===== config.mk =====
export PLATFORM = sky130hd
export DESIGN_NAME = hct_host_port
export DESIGN_NICKNAME = d
export VERILOG_FILES = /design/src/hct_pkg.sv /design/src/hct_host_port.sv /design/src/hct_sync.sv
export SDC_FILE = /design/constraint.sdc
export NUM_CORES = 1
export LEC_CHECK = 0
export BUFFER_PORTS_ARGS = -buffer_cell sky130_fd_sc_hd__buf_2
export CORE_UTILIZATION = 50
export DETAILED_ROUTE_END_ITERATION = 7
export HOLD_SLACK_MARGIN = 0.06
export PLACE_DENSITY = 0.72
export REMOVE_ABC_BUFFERS = 1
export SLEW_MARGIN = 20
export SYNTH_ARGS = -nofsm -noshare
export SYNTH_HDL_FRONTEND = slang
export SYNTH_SLANG_ARGS = --single-unit

===== constraint.sdc =====
create_clock -name i_clk -period 2.31 [get_ports i_clk]
set_clock_uncertainty 0.1 [all_clocks]
set_input_delay 0.1155 -clock i_clk [delete_from_list [all_inputs] [get_ports i_clk]]
set_output_delay 0.1155 -clock i_clk [all_outputs]
set_load 0.02 [all_outputs]

===== src/hct_pkg.sv =====
package hct_pkg;

    // =====================================================================
    // host configuration register fields
    localparam int CFG_PSEUDO_WIDE_BIT = 0;
    localparam int CFG_BYTE_ORDER_BIT = 1;
    localparam int CFG_DMA_REQ_SEL_BIT = 2;
    localparam int CFG_SUSPEND_BIT = 3;
    localparam logic [7:0] CFG_RESET = 8'h00;

    // =====================================================================
    // task-file addresses (three address lines)
    localparam logic [2:0] TF_DATA = 3'h0;
    localparam logic [2:0] TF_FEAT_ERR = 3'h1;
    localparam logic [2:0] TF_INT_REASON = 3'h2;
    localparam logic [2:0] TF_SECTOR_COUNT = 3'h3;
    localparam logic [2:0] TF_BYTE_CNT_LO = 3'h4;
    localparam logic [2:0] TF_BYTE_CNT_HI = 3'h5;
    localparam logic [2:0] TF_DRIVE_SELECT = 3'h6;
    localparam logic [2:0] TF_CMD_STATUS = 3'h7;
    localparam logic [2:0] CTL_DEV_CONTROL = 3'h6;
    localparam logic [2:0] CTL_DRIVE_ADDRESS = 3'h7;

    // =====================================================================
    // field positions and fixed values
    localparam int DRIVE_BIT_POS = 4;
    localparam logic [7:0] DRIVE_SELECT_ONES = 8'hE0;
    localparam int STATUS_BUSY_BIT = 7;
    localparam int DEVCTL_SOFT_RESET_BIT = 2;
    localparam int DEVCTL_INT_DISABLE_BIT = 1;
    localparam logic [7:0] DIAG_COMMAND = 8'h90;
    localparam logic [7:0] REG8_RESET = 8'h00;
    localparam logic [15:0] DATA_RESET = 16'h0000;
    localparam logic [7:0] STATUS_RESET = 8'h80;

    // =====================================================================
    // host bus request
    typedef struct packed {
        logic cs1;
        logic cs2;
        logic [2:0] addr;
        logic wr;
        logic rd;
        logic [15:0] wdata;
    } hct_host_req_t;

    // sub-CPU side shared register update
    typedef struct packed {
        logic we;
        logic [2:0] addr;
        logic [7:0] wdata;
        logic [15:0] data_word;
    } hct_sub_req_t;

endpackage


===== src/hct_host_port.sv =====
`timescale 1ns/1ns
`default_nettype none

module hct_host_port
    import hct_pkg::*;
(
    input wire logic i_clk,
    input wire logic i_rst_n,
    input wire logic i_ce,
    // host pins (synchronised inside)
    input wire logic i_cs1,
    input wire logic i_cs2,
    input wire logic [2:0] i_addr,
    input wire logic i_host_write_strobe,
    input wire logic i_host_read_strobe,
    input wire logic [15:0] i_host_data,
    input wire logic i_request_select_pin,
    // legacy configuration write, same-clock logic
    input wire logic i_cfg_we,
    input wire logic [7:0] i_cfg_wdata,
    input wire logic i_legacy_read_phase,
    // sub-CPU side
    input wire hct_pkg::hct_sub_req_t i_sub,
    input wire logic i_own_drive_identity_bit,
    input wire logic i_transfer_started,
    input wire logic i_host_int_request,
    input wire logic i_busy_clear,
    // host data bus
    output logic [15:0] o_host_data,
    output logic [15:0] o_host_data_oe,
    output logic o_host_int,
    output logic o_host_int_oe,
    // sub-CPU view
    output logic o_command_interrupt,
    output logic o_soft_reset_interrupt,
    output logic [7:0] o_command_reg,
    output logic [7:0] o_features_reg,
    output logic [15:0] o_host_data_word,
    output logic o_data_write_pulse,
    output logic o_dma_selected,
    output logic o_pseudo_wide_read,
    output logic o_high_byte_first,
    output logic o_legacy_data_path,
    output logic o_legacy_fifo_path
);

    // =====================================================================
    // pin synchronisation
    logic [23:0] pins_sync;
    hct_host_req_t req;
    logic rq_pin;

    hct_sync #(.WIDTH(24)) u_sync (
        .i_clk(i_clk),
        .i_rst_n(i_rst_n),
        .i_ce(i_ce),
        .i_async({i_cs1, i_cs2, i_addr, i_host_write_strobe, i_host_read_strobe, i_host_data, i_request_select_pin}),
        .o_sync(pins_sync)
    );

    assign req = pins_sync[23:1];
    assign rq_pin = pins_sync[0];

    // strobe edge detection on synchronised levels
    logic wr_d_reg;
    logic rd_d_reg;
    logic wr_pulse;
    logic rd_pulse;

    always_ff @(posedge i_clk or negedge i_rst_n) begin
        if (!i_rst_n) begin
            wr_d_reg <= 1'b0;
            rd_d_reg <= 1'b0;
        end else if (i_ce) begin
            wr_d_reg <= req.wr;
            rd_d_reg <= req.rd;
        end
    end

    assign wr_pulse = req.wr && !wr_d_reg;
    assign rd_pulse = req.rd && !rd_d_reg;

    // =====================================================================
    // address decode
    function automatic logic hit(input logic cmd_blk, input logic [2:0] a, input hct_host_req_t r);
        if (cmd_blk) begin
            hit = r.cs2 && !r.cs1 && (r.addr == a);
        end else begin
            hit = !r.cs2 && r.cs1 && (r.addr == a);
        end
    endfunction

    // =====================================================================
    // legacy host configuration
    logic [7:0] cfg_reg;
    logic dma_sel;

    always_ff @(posedge i_clk or negedge i_rst_n) begin
        if (!i_rst_n) begin
            cfg_reg <= CFG_RESET;
        end else if (i_ce && i_cfg_we) begin
            cfg_reg <= {4'h0, i_cfg_wdata[3:0]}; // upper nibble is don't-care
        end
    end

    assign dma_sel = !cfg_reg[CFG_DMA_REQ_SEL_BIT] && !rq_pin;

    always_ff @(posedge i_clk or negedge i_rst_n) begin
        if (!i_rst_n) begin
            o_dma_selected <= 1'b0;
            o_pseudo_wide_read <= 1'b0;
            o_high_byte_first <= 1'b0;
            o_legacy_data_path <= 1'b0;
            o_legacy_fifo_path <= 1'b1;
        end else if (i_ce) begin
            o_dma_selected <= dma_sel;
            // only reads are widened; writes stay byte wide
            o_pseudo_wide_read <= dma_sel && cfg_reg[CFG_PSEUDO_WIDE_BIT] && i_legacy_read_phase;
            // order bit only matters in pseudo wide mode
            o_high_byte_first <= dma_sel && cfg_reg[CFG_PSEUDO_WIDE_BIT]
                && !cfg_reg[CFG_BYTE_ORDER_BIT];
            // suspend has no say over DMA
            o_legacy_data_path <= !dma_sel && i_transfer_started && !cfg_reg[CFG_SUSPEND_BIT];
            o_legacy_fifo_path <= !dma_sel && !(i_transfer_started && !cfg_reg[CFG_SUSPEND_BIT]);
        end
    end

    // =====================================================================
    // task-file registers shared with sub-CPU
    logic [15:0] data_reg;
    logic [7:0] err_reg;
    logic [7:0] feat_reg;
    logic [7:0] reason_reg;
    logic [7:0] count_reg;
    logic [7:0] bcl_reg;
    logic [7:0] bch_reg;
    logic drive_bit_reg;
    logic [7:0] status_reg;
    logic [7:0] cmd_reg;
    logic [7:0] devctl_reg;
    logic selected;
    logic cmd_wr;
    logic srst_wr;

    assign selected = (drive_bit_reg == i_own_drive_identity_bit);
    assign cmd_wr = wr_pulse && hit(1'b1, TF_CMD_STATUS, req);
    assign srst_wr = wr_pulse && hit(1'b0, CTL_DEV_CONTROL, req) && req.wdata[DEVCTL_SOFT_RESET_BIT];

    // host writes, then sub-CPU writes; sub-CPU wins a same-cycle clash
    always_ff @(posedge i_clk or negedge i_rst_n) begin
        if (!i_rst_n) begin
            data_reg <= DATA_RESET;
            err_reg <= REG8_RESET;
            feat_reg <= REG8_RESET;
            reason_reg <= REG8_RESET;
            count_reg <= REG8_RESET;
            bcl_reg <= REG8_RESET;
            bch_reg <= REG8_RESET;
            drive_bit_reg <= 1'b0;
            cmd_reg <= REG8_RESET;
            devctl_reg <= REG8_RESET;
        end else if (i_ce) begin
            if (wr_pulse && hit(1'b1, TF_DATA, req)) begin
                data_reg <= req.wdata;
            end else if (wr_pulse && hit(1'b1, TF_FEAT_ERR, req)) begin
                feat_reg <= req.wdata[7:0];
            end else if (wr_pulse && hit(1'b1, TF_INT_REASON, req)) begin
                reason_reg <= req.wdata[7:0];
            end else if (wr_pulse && hit(1'b1, TF_SECTOR_COUNT, req)) begin
                count_reg <= req.wdata[7:0];
            end else if (wr_pulse && hit(1'b1, TF_BYTE_CNT_LO, req)) begin
                bcl_reg <= req.wdata[7:0];
            end else if (wr_pulse && hit(1'b1, TF_BYTE_CNT_HI, req)) begin
                bch_reg <= req.wdata[7:0];
            end else if (wr_pulse && hit(1'b1, TF_DRIVE_SELECT, req)) begin
                drive_bit_reg <= req.wdata[DRIVE_BIT_POS];
            end else if (cmd_wr) begin
                cmd_reg <= req.wdata[7:0];
            end else if (wr_pulse && hit(1'b0, CTL_DEV_CONTROL, req)) begin
                devctl_reg <= req.wdata[7:0];
            end
            // sub-CPU keeps the same registers in step
            if (i_sub.we) begin
                if (i_sub.addr == TF_DATA) begin
                    data_reg <= i_sub.data_word;
                end else if (i_sub.addr == TF_FEAT_ERR) begin
                    err_reg <= i_sub.wdata;
                end else if (i_sub.addr == TF_INT_REASON) begin
                    reason_reg <= i_sub.wdata;
                end else if (i_sub.addr == TF_SECTOR_COUNT) begin
                    count_reg <= i_sub.wdata;
                end else if (i_sub.addr == TF_BYTE_CNT_LO) begin
                    bcl_reg <= i_sub.wdata;
                end else if (i_sub.addr == TF_BYTE_CNT_HI) begin
                    bch_reg <= i_sub.wdata;
                end else if (i_sub.addr == TF_DRIVE_SELECT) begin
                    drive_bit_reg <= i_sub.wdata[DRIVE_BIT_POS];
                end
            end
        end
    end

    // busy flag; a setting event beats the sub-CPU clear
    always_ff @(posedge i_clk or negedge i_rst_n) begin
        if (!i_rst_n) begin
            status_reg <= STATUS_RESET;
        end else if (i_ce) begin
            if ((cmd_wr && (selected || req.wdata[7:0] == DIAG_COMMAND)) || srst_wr) begin
                status_reg[STATUS_BUSY_BIT] <= 1'b1;
            end else if (i_busy_clear) begin
                status_reg[STATUS_BUSY_BIT] <= 1'b0;
            end
            if (i_sub.we && i_sub.addr == TF_CMD_STATUS) begin
                status_reg[6:0] <= i_sub.wdata[6:0];
            end
        end
    end

    // sub-CPU event pulses
    always_ff @(posedge i_clk or negedge i_rst_n) begin
        if (!i_rst_n) begin
            o_command_interrupt <= 1'b0;
            o_soft_reset_interrupt <= 1'b0;
            o_data_write_pulse <= 1'b0;
        end else if (i_ce) begin
            o_command_interrupt <= cmd_wr && (selected || req.wdata[7:0] == DIAG_COMMAND);
            o_soft_reset_interrupt <= srst_wr;
            o_data_write_pulse <= wr_pulse && hit(1'b1, TF_DATA, req);
        end
    end

    // =====================================================================
    // host interrupt: request sets, command write or status read clears
    logic int_pend_reg;
    logic status_rd;

    assign status_rd = rd_pulse && hit(1'b1, TF_CMD_STATUS, req); // alt status not included

    always_ff @(posedge i_clk or negedge i_rst_n) begin
        if (!i_rst_n) begin
            int_pend_reg <= 1'b0;
        end else if (i_ce) begin
            if (i_host_int_request) begin
                int_pend_reg <= 1'b1; // set wins over clear
            end else if (cmd_wr || status_rd) begin
                int_pend_reg <= 1'b0;
            end
        end
    end

    always_ff @(posedge i_clk or negedge i_rst_n) begin
        if (!i_rst_n) begin
            o_host_int <= 1'b0;
            o_host_int_oe <= 1'b0;
        end else if (i_ce) begin
            o_host_int <= int_pend_reg;
            o_host_int_oe <= !devctl_reg[DEVCTL_INT_DISABLE_BIT] && selected;
        end
    end

    // =====================================================================
    // read mux, registered; bus driven while the read strobe is held
    logic [15:0] rd_data;
    logic [15:0] rd_oe;

    always_comb begin
        rd_data = 16'h0000;
        rd_oe = 16'h00FF;
        if (hit(1'b1, TF_DATA, req)) begin
            rd_data = data_reg;
            rd_oe = 16'hFFFF;
        end else if (hit(1'b1, TF_FEAT_ERR, req)) begin
            rd_data = {8'h00, err_reg};
        end else if (hit(1'b1, TF_INT_REASON, req)) begin
            rd_data = {8'h00, reason_reg};
        end else if (hit(1'b1, TF_SECTOR_COUNT, req)) begin
            rd_data = {8'h00, count_reg};
        end else if (hit(1'b1, TF_BYTE_CNT_LO, req)) begin
            rd_data = {8'h00, bcl_reg};
        end else if (hit(1'b1, TF_BYTE_CNT_HI, req)) begin
            rd_data = {8'h00, bch_reg};
        end else if (hit(1'b1, TF_DRIVE_SELECT, req)) begin
            rd_data = {8'h00, DRIVE_SELECT_ONES | {3'h0, drive_bit_reg, 4'h0}};
        end else if (hit(1'b1, TF_CMD_STATUS, req) || hit(1'b0, CTL_DEV_CONTROL, req)) begin
            rd_data = {8'h00, status_reg};
        end else if (hit(1'b0, CTL_DRIVE_ADDRESS, req)) begin
            // drive address: bit 7 floats, low bits show own drive
            rd_data = {8'h00, 1'b0, 5'h1F, i_own_drive_identity_bit, !i_own_drive_identity_bit};
            rd_oe = 16'h007F;
        end else begin
            rd_oe = 16'h0000;
        end
    end

    always_ff @(posedge i_clk or negedge i_rst_n) begin
        if (!i_rst_n) begin
            o_host_data <= 16'h0000;
            o_host_data_oe <= 16'h0000;
        end else if (i_ce) begin
            o_host_data <= rd_data;
            o_host_data_oe <= req.rd ? rd_oe : 16'h0000;
        end
    end

    // sub-CPU view of host-written registers
    always_ff @(posedge i_clk or negedge i_rst_n) begin
        if (!i_rst_n) begin
            o_command_reg <= REG8_RESET;
            o_features_reg <= REG8_RESET;
            o_host_data_word <= DATA_RESET;
        end else if (i_ce) begin
            o_command_reg <= cmd_reg;
            o_features_reg <= feat_reg;
            o_host_data_word <= data_reg;
        end
    end

endmodule // hct_host_port

`default_nettype wire


===== src/hct_sync.sv =====
`timescale 1ns/1ns
`default_nettype none

// =====================================================================
// two-flop synchroniser for pin inputs
module hct_sync #(
    parameter int WIDTH = 1
) (
    input wire logic i_clk,
    input wire logic i_rst_n,
    input wire logic i_ce,
    input wire logic [WIDTH-1:0] i_async,
    output logic [WIDTH-1:0] o_sync
);

    logic [WIDTH-1:0] meta_reg;

    // first stage feeds only the second stage
    always_ff @(posedge i_clk or negedge i_rst_n) begin
        if (!i_rst_n) begin
            meta_reg <= '0;
            o_sync <= '0;
        end else if (i_ce) begin
            meta_reg <= i_async;
            o_sync <= meta_reg;
        end
    end

endmodule // hct_sync

`default_nettype wire


* After elaboration in Yosys (flattened, before gate mapping)
Cells that the tools add are included.
** Cells by class
- Equal/unequal tests :: 16
- Multiplexer cells :: 161
- Bitwise operators :: 9
- Reductions and logical operators :: 65
** Operators with widths (number)
- $mux 8 :: 54
- $mux 1 :: 99
- $mux 16 :: 6
- $logic_and 1x1->1 :: 38
- $eq 3x3->1 const B :: 8
- $mux 7 :: 2
- $eq 3x2->1 const B :: 4
- $logic_not 1->1 :: 12
- $reduce_and 10->1 :: 1
- $not 1->1 :: 9
- $reduce_and 9->1 :: 1
- $eq 8x8->1 const B :: 1
- $eq 3x1->1 const B :: 2
- $logic_not 3->1 :: 2
- $reduce_and 2->1 :: 3
- $logic_or 1x1->1 :: 4
- $reduce_and 4->1 :: 1
- $reduce_bool 2->1 :: 2
- $reduce_and 3->1 :: 1
- $eq 1x1->1 :: 1
** Word-level totals
- Register bits :: 212
- Input bits :: 69
- Output and inout port bits :: 74
- Word-level logic and storage cells :: 284

* Longest topological paths before layout
- Word-level depth :: 53
- Mapped depth :: 8
- Depth with buffers taken out :: 5

* Hierarchy
From an unflattened synthesis, not the netlist that was laid out.
** Unflattened totals
- Cell total of the unflattened synthesis :: 749
- Area total of the unflattened synthesis :: 8981.1 sq um
** By module, submodules not included
- hct_host_port :: times used 1, cells each 648, area each 7120.6 sq um, seq. area each 3756.1 sq um
- hct_sync :: times used 1, cells each 101, area each 1860.5 sq um, seq. area each 1201.2 sq um

* Worst setup path before layout
Ideal clock, no wire load.
- Kind :: reg2reg
- Start point :: reg u_sync.o_sync[23]
- End point :: reg feat_reg[0]
- Setup time :: 0.125 ns
- Arrival time :: 1.601 ns
- Data required time :: 2.085 ns
- Slack :: 0.484 ns
- Cell stages (with the launch flop) :: 7
- Buffers on the path :: 2
- Clock period less this slack :: 1.826 ns
- Path through :: dfrtp_1 -> nand2b_1 -> buf_2 -> nor3_2 -> nor2b_1 -> buf_4 -> mux2_2
** Between the ends
- Longest elaborated chain between the ends :: 7
- Elaborated cells between the ends (all ways) :: 11
** RTL lines
- start: declaration :: RTL line hct_sync.sv:13 : output logic [WIDTH-1:0] o_sync
- start signal: assignment :: RTL line hct_sync.sv:25 : o_sync <= meta_reg;
- $logic_not 1->1 (*) :: RTL line hct_host_port.sv:87 : hit = r.cs2 && !r.cs1 && (r.addr == a);
- $logic_and 1x1->1 (*) :: RTL line hct_host_port.sv:87
- $logic_and 1x1->1 :: RTL line hct_host_port.sv:87
- $mux 1, on equally long branches :: RTL line hct_host_port.sv:163, hct_host_port.sv:162
- $mux 1 or $logic_and 1x1->1 (tied branches) :: RTL line hct_host_port.sv:162, hct_host_port.sv:163
- $logic_and 1x1->1 or $not 1->1 (tied branches)
- $reduce_and 3->1 (no source line) (*)
- end signal: assignment :: RTL line hct_host_port.sv:166 : feat_reg <= req.wdata[7:0];
- end: declaration :: RTL line hct_host_port.sv:132 : logic [7:0] feat_reg;
Every way passes the cells marked *; elsewhere a longest branch is shown, timed or not. The select of a mux whose other input is x is not followed.
A chain may end at the register's enable or synchronous reset.

* Worst setup path in the final report
- Start point :: reg u_sync.o_sync[23]
- End point :: reg count_reg[5]
** Between the ends
- Longest elaborated chain between the ends :: 17
- Elaborated cells between the ends (all ways) :: 29
** RTL lines
- $logic_not 1->1 (*) :: RTL line hct_host_port.sv:87
- $logic_and 1x1->1 (*) :: RTL line hct_host_port.sv:87
- $logic_and 1x1->1 :: RTL line hct_host_port.sv:87
- $mux 1 :: RTL line hct_host_port.sv:167 : end else if (wr_pulse && hit(1'b1, TF_INT_REASON, req)) begin
- $mux 1 :: RTL line hct_host_port.sv:165 : end else if (wr_pulse && hit(1'b1, TF_FEAT_ERR, req)) begin
- $mux 1 :: RTL line hct_host_port.sv:163 : if (wr_pulse && hit(1'b1, TF_DATA, req)) begin
- $mux 1 :: RTL line hct_host_port.sv:162 : end else if (i_ce) begin
- $logic_and 1x1->1 :: RTL line hct_host_port.sv:169 : end else if (wr_pulse && hit(1'b1, TF_SECTOR_COUNT, req)) begin
- $mux 8 :: RTL line hct_host_port.sv:169
- $mux 8 :: RTL line hct_host_port.sv:167
- $mux 8 :: RTL line hct_host_port.sv:165
- $mux 8 (*) :: RTL line hct_host_port.sv:163
- $mux 8 :: RTL line hct_host_port.sv:190 : end else if (i_sub.addr == TF_SECTOR_COUNT) begin
- $mux 8 :: RTL line hct_host_port.sv:188 : end else if (i_sub.addr == TF_INT_REASON) begin
- $mux 8 :: RTL line hct_host_port.sv:186 : end else if (i_sub.addr == TF_FEAT_ERR) begin
- $mux 8 :: RTL line hct_host_port.sv:184 : if (i_sub.addr == TF_DATA) begin
- $mux 8 (*) :: RTL line hct_host_port.sv:183 : if (i_sub.we) begin
- end signal: assignment :: RTL line hct_host_port.sv:170 : count_reg <= req.wdata[7:0];
- end signal: assignment :: RTL line hct_host_port.sv:191 : count_reg <= i_sub.wdata;
- end: declaration :: RTL line hct_host_port.sv:134 : logic [7:0] count_reg;
Marks and branches as above.

==> summary.md <==
| Metric | Value |
|---|---|
| Outcome | `finished, final reports clean` |
| Async SR Flop Fraction | `100%` |
| DP HPWL | `15.0 mm` |
| Final Critical Period | `2.01 ns` |
| Inserted Clock Buffers | `17` |
| Final Slew Violations | `0` |
| Maximum fanout along the worst path | `15` |
| Final #Nets | `just over 1000` |
| Final core utilization | `64.3%` |
| Yosys warnings | `0` |
| Layout cells sized above 1 | `33.6%` |
| Clk sinks | `198` |
| R2r endpoint | `count_reg[5]` |
| H-tree depth | `4` |
| Number of global-route vias before repair | `6747` |
| Drt drc | `0` |
| Sequential fraction of the synthesis area | `a little under three fifths` |
| Largest net degree at the start of global routing | `between 60 and 70` |
| Boundary pin count | `~140` |
| Type of origin of the critical path | `register` |
| Mapped Avg Cell Area | `11.4 um^2` |
| All-Layer GR Usage | `26.3%` |
| Worst Hold Path Cells | `3` |
| CTS tree | `done` |
| Power per cell area | `approximately 880 mW/mm^2` |
| Diode count | `0` |
| Crit path required time | `approximately 2.5 ns` |
| Arrival time at the worst endpoint | `2.22 ns` |
| CTS max path bufs | `2` |
| Fin Hold WS | `0.0826 ns` |
| Die H | `approximately 130 um` |
| Last weighted congestion value of the routability-driven placer | `0.912` |
| Die footprint | `0.0182 mm^2` |
| Worst slew pin tran | `roughly 0.52 ns` |
| Vias per cell | `~5.7` |
| IO Port Bufs | `138` |
| Reg-to-Reg Start | `u_sync.o_sync[23]` |
| Total of max-cap violations | `0` |
| Routed via count | `6835` |
| RSZ-0062 raised after global routing | `false` |
| DRT Wirelength | `between 20 and 25 mm` |
| Remaining Overflow, GRT | `0` |
| Iteration-0 DRC Markers | `681` |
| EDFF count, synth | `0` |
| Wirelength per Cell | `roughly 19 um` |
| Worst setup path class | `reg2reg` |
| Clock Tree Root | `clkbuf_16` |
| Initial Utilization | `51.2%` |
| # setup viols final | `0` |
| Leak Pwr | `5.09 nW` |
| Synthesized flop and latch total | `198` |
| Worst IR Drop VDD | `0.000811 V` |
| Area growth syn-to-layout | `25.5%` |
| Clk slew on worst S/H paths | `0.07 ns` |
| Area of the core | `0.0172 mm^2` |
| Chip Width | `135 um` |
| Aggregate negative setup slack | `0 ns` |
| Max-Slew Margin vs Limit | `65.1%` |
| Worst skew pair latency | `around 0.43 ns` |
| Max Fclk | `between 400 and 500 MHz` |
| End of the worst hold path | `drive_bit_reg` |
| First-pass GRT wire length | `36.5 mm` |
| Fin. Hold Viols | `0` |
| Synth Cell Area | `0.00882 mm^2` |
| Yosys cell types | `between 50 and 60` |
| DRT Pass-1 Iters | `5` |
| FP Rows | `between 40 and 50` |
| Worst hold path type | `in2reg` |
| Mapped Cells | `774` |
| Initial antenna violation count | `0` |
| Post-route ant nets | `0` |
| Register-to-Register Path Depth | `6` |
| Ys flop type | `dfrtp_1` |
| Critical Path Sink Type | `register` |
| Final Cycle Share | `between 80% and 90%` |
| Start point of the worst hold path | `i_sub[24]` |
| R2R setup slack | `0.30 ns` |
## through the flow
step	setup WS [ns]	instances	area, um^2	total power [mW]
global route	0.105	1208	11100	10.2
finish	0.300	1208	11100	9.76
detailed placement	0.318	1114	9870	6.73
CTS	0.302	1208	11100	9.81
floorplan	-0.380	709	8490	5.81
global placement	0.349	1114	9870	6.65
## report_power, final
group | total (mW) | internal (mW) | switching [mW]
logic | 2.14 | 0.958 | 1.18
registers | 4.64 | 4.17 | 0.469
clock network | 2.98 | 1.64 | 1.34
total | 9.76 | 6.77 | 2.99
## layer usage
metal  vias to the layer above  GRT usage [%]  wire length (um)  part of all wire, %
met4                         0           9.43               582                  2.6
met2                       300           40.8             10700                   47
met5                         -              0                 0                    0
li1                       3136              -                 -                    -
met3                        51           5.59              1660                  7.3
met1                      3348           36.5              9840                   43
## Yosys cell counts, drive strengths merged (3+ instances only)
| library cell | instances | share of area, % |
|---|---|---|
| o2bb2ai | 11 | 1.1 |
| nor3b | 3 | 0.38 |
| mux2 | 111 | 14 |
| dfrtp | 196 | 56 |
| o21ai | 51 | 2.9 |
| clkbuf | 27 | 1.2 |
| a21oi | 57 | 3.2 |
| a31oi | 5 | 0.35 |
| nand3 | 13 | 0.74 |
| nor3 | 8 | 0.82 |
| nand4 | 5 | 0.35 |
| mux2i | 27 | 3.1 |
| buf | 38 | 2.6 |
| inv | 23 | 0.98 |
| nand2b | 11 | 0.78 |
| o22ai | 27 | 1.9 |
| o221ai | 4 | 0.40 |
| a21boi | 4 | 0.34 |
| nor2b | 13 | 0.92 |
| a22o | 3 | 0.30 |
| nor2 | 50 | 2.1 |
| nand2 | 56 | 2.4 |
## final cells by class
class,instances,area (um^2)
Inverter,23,86.3
Sequential cell,198,4960
Clock inverter,12,143
Timing Repair Buffer,242,1710
Tap cell,225,282
Multi-Input combinational cell,488,3450
Fill cell,1355,6160
Clock buffer,20,447
## cells in the final DEF, fill, tap and decap left out, types with 5 or more instances in the layout
cell type        n
a21oi_1         57
a31oi_1          5
buf_12           6
buf_2          136
buf_4           37
clkbuf_16       17
dfrtp_1        196
dlygate4sd3_1   62
inv_1           23
mux2_2         111
mux2i_1         27
nand2_1         56
nand2b_1        11
nand3_1         13
nand4_1          5
nor2_1          50
nor2b_1         13
o21ai_0         45
o21ai_1          5
o22ai_1         27
o2bb2ai_1       11
## timing repair
action,CTS,global route
hold buffers,62,0
setup buffers,0,0
resized for setup,0,0
hold endpoints to repair,288,0
## kinds of logic (layout without fill, tap and decap cells)
kind of cell | count (synthesis) | count (layout) | share of synthesized area (%)
XOR/XNOR | 1 | 1 | 0.0993
buffers and inverters | 88 | 297 | 4.78
multiplexers | 138 | 138 | 17.2
flip-flops | 198 | 198 | 56.2
AND/OR/NAND/NOR | 168 | 168 | 9.30
AO/OA/AOI/OAI | 181 | 181 | 12.4
## how the worst max path moves through the flow
| stage | start | endpoint | slack, ns | cells after the start |
|---|---|---|---|---|
| 2_1_floorplan | u_sync.o_sync[19] | data_reg[0] | -0.38 | 4 |
| 3_3_place_gp | u_sync.o_sync[19] | devctl_reg[1] | 0.35 | 4 |
| 3_5_place_dp | u_sync.o_sync[23] | bch_reg[6] | 0.32 | 5 |
| 4_1_cts | u_sync.o_sync[23] | bch_reg[7] | 0.30 | 5 |
| 5_1_grt | u_sync.o_sync[23] | bcl_reg[2] | 0.10 | 5 |
| 6_report | u_sync.o_sync[23] | count_reg[5] | 0.30 | 6 |
## critical path: stages, from the launching register on
cell	delay, ns
dfrtp_1	0.45
nor2b_1	0.28
buf_12	0.19
nand4_1	0.12
nand2b_1	0.41
o22ai_1	0.24
a21oi_1	0.09
Note: power is estimated with default switching activity, not from simulation.
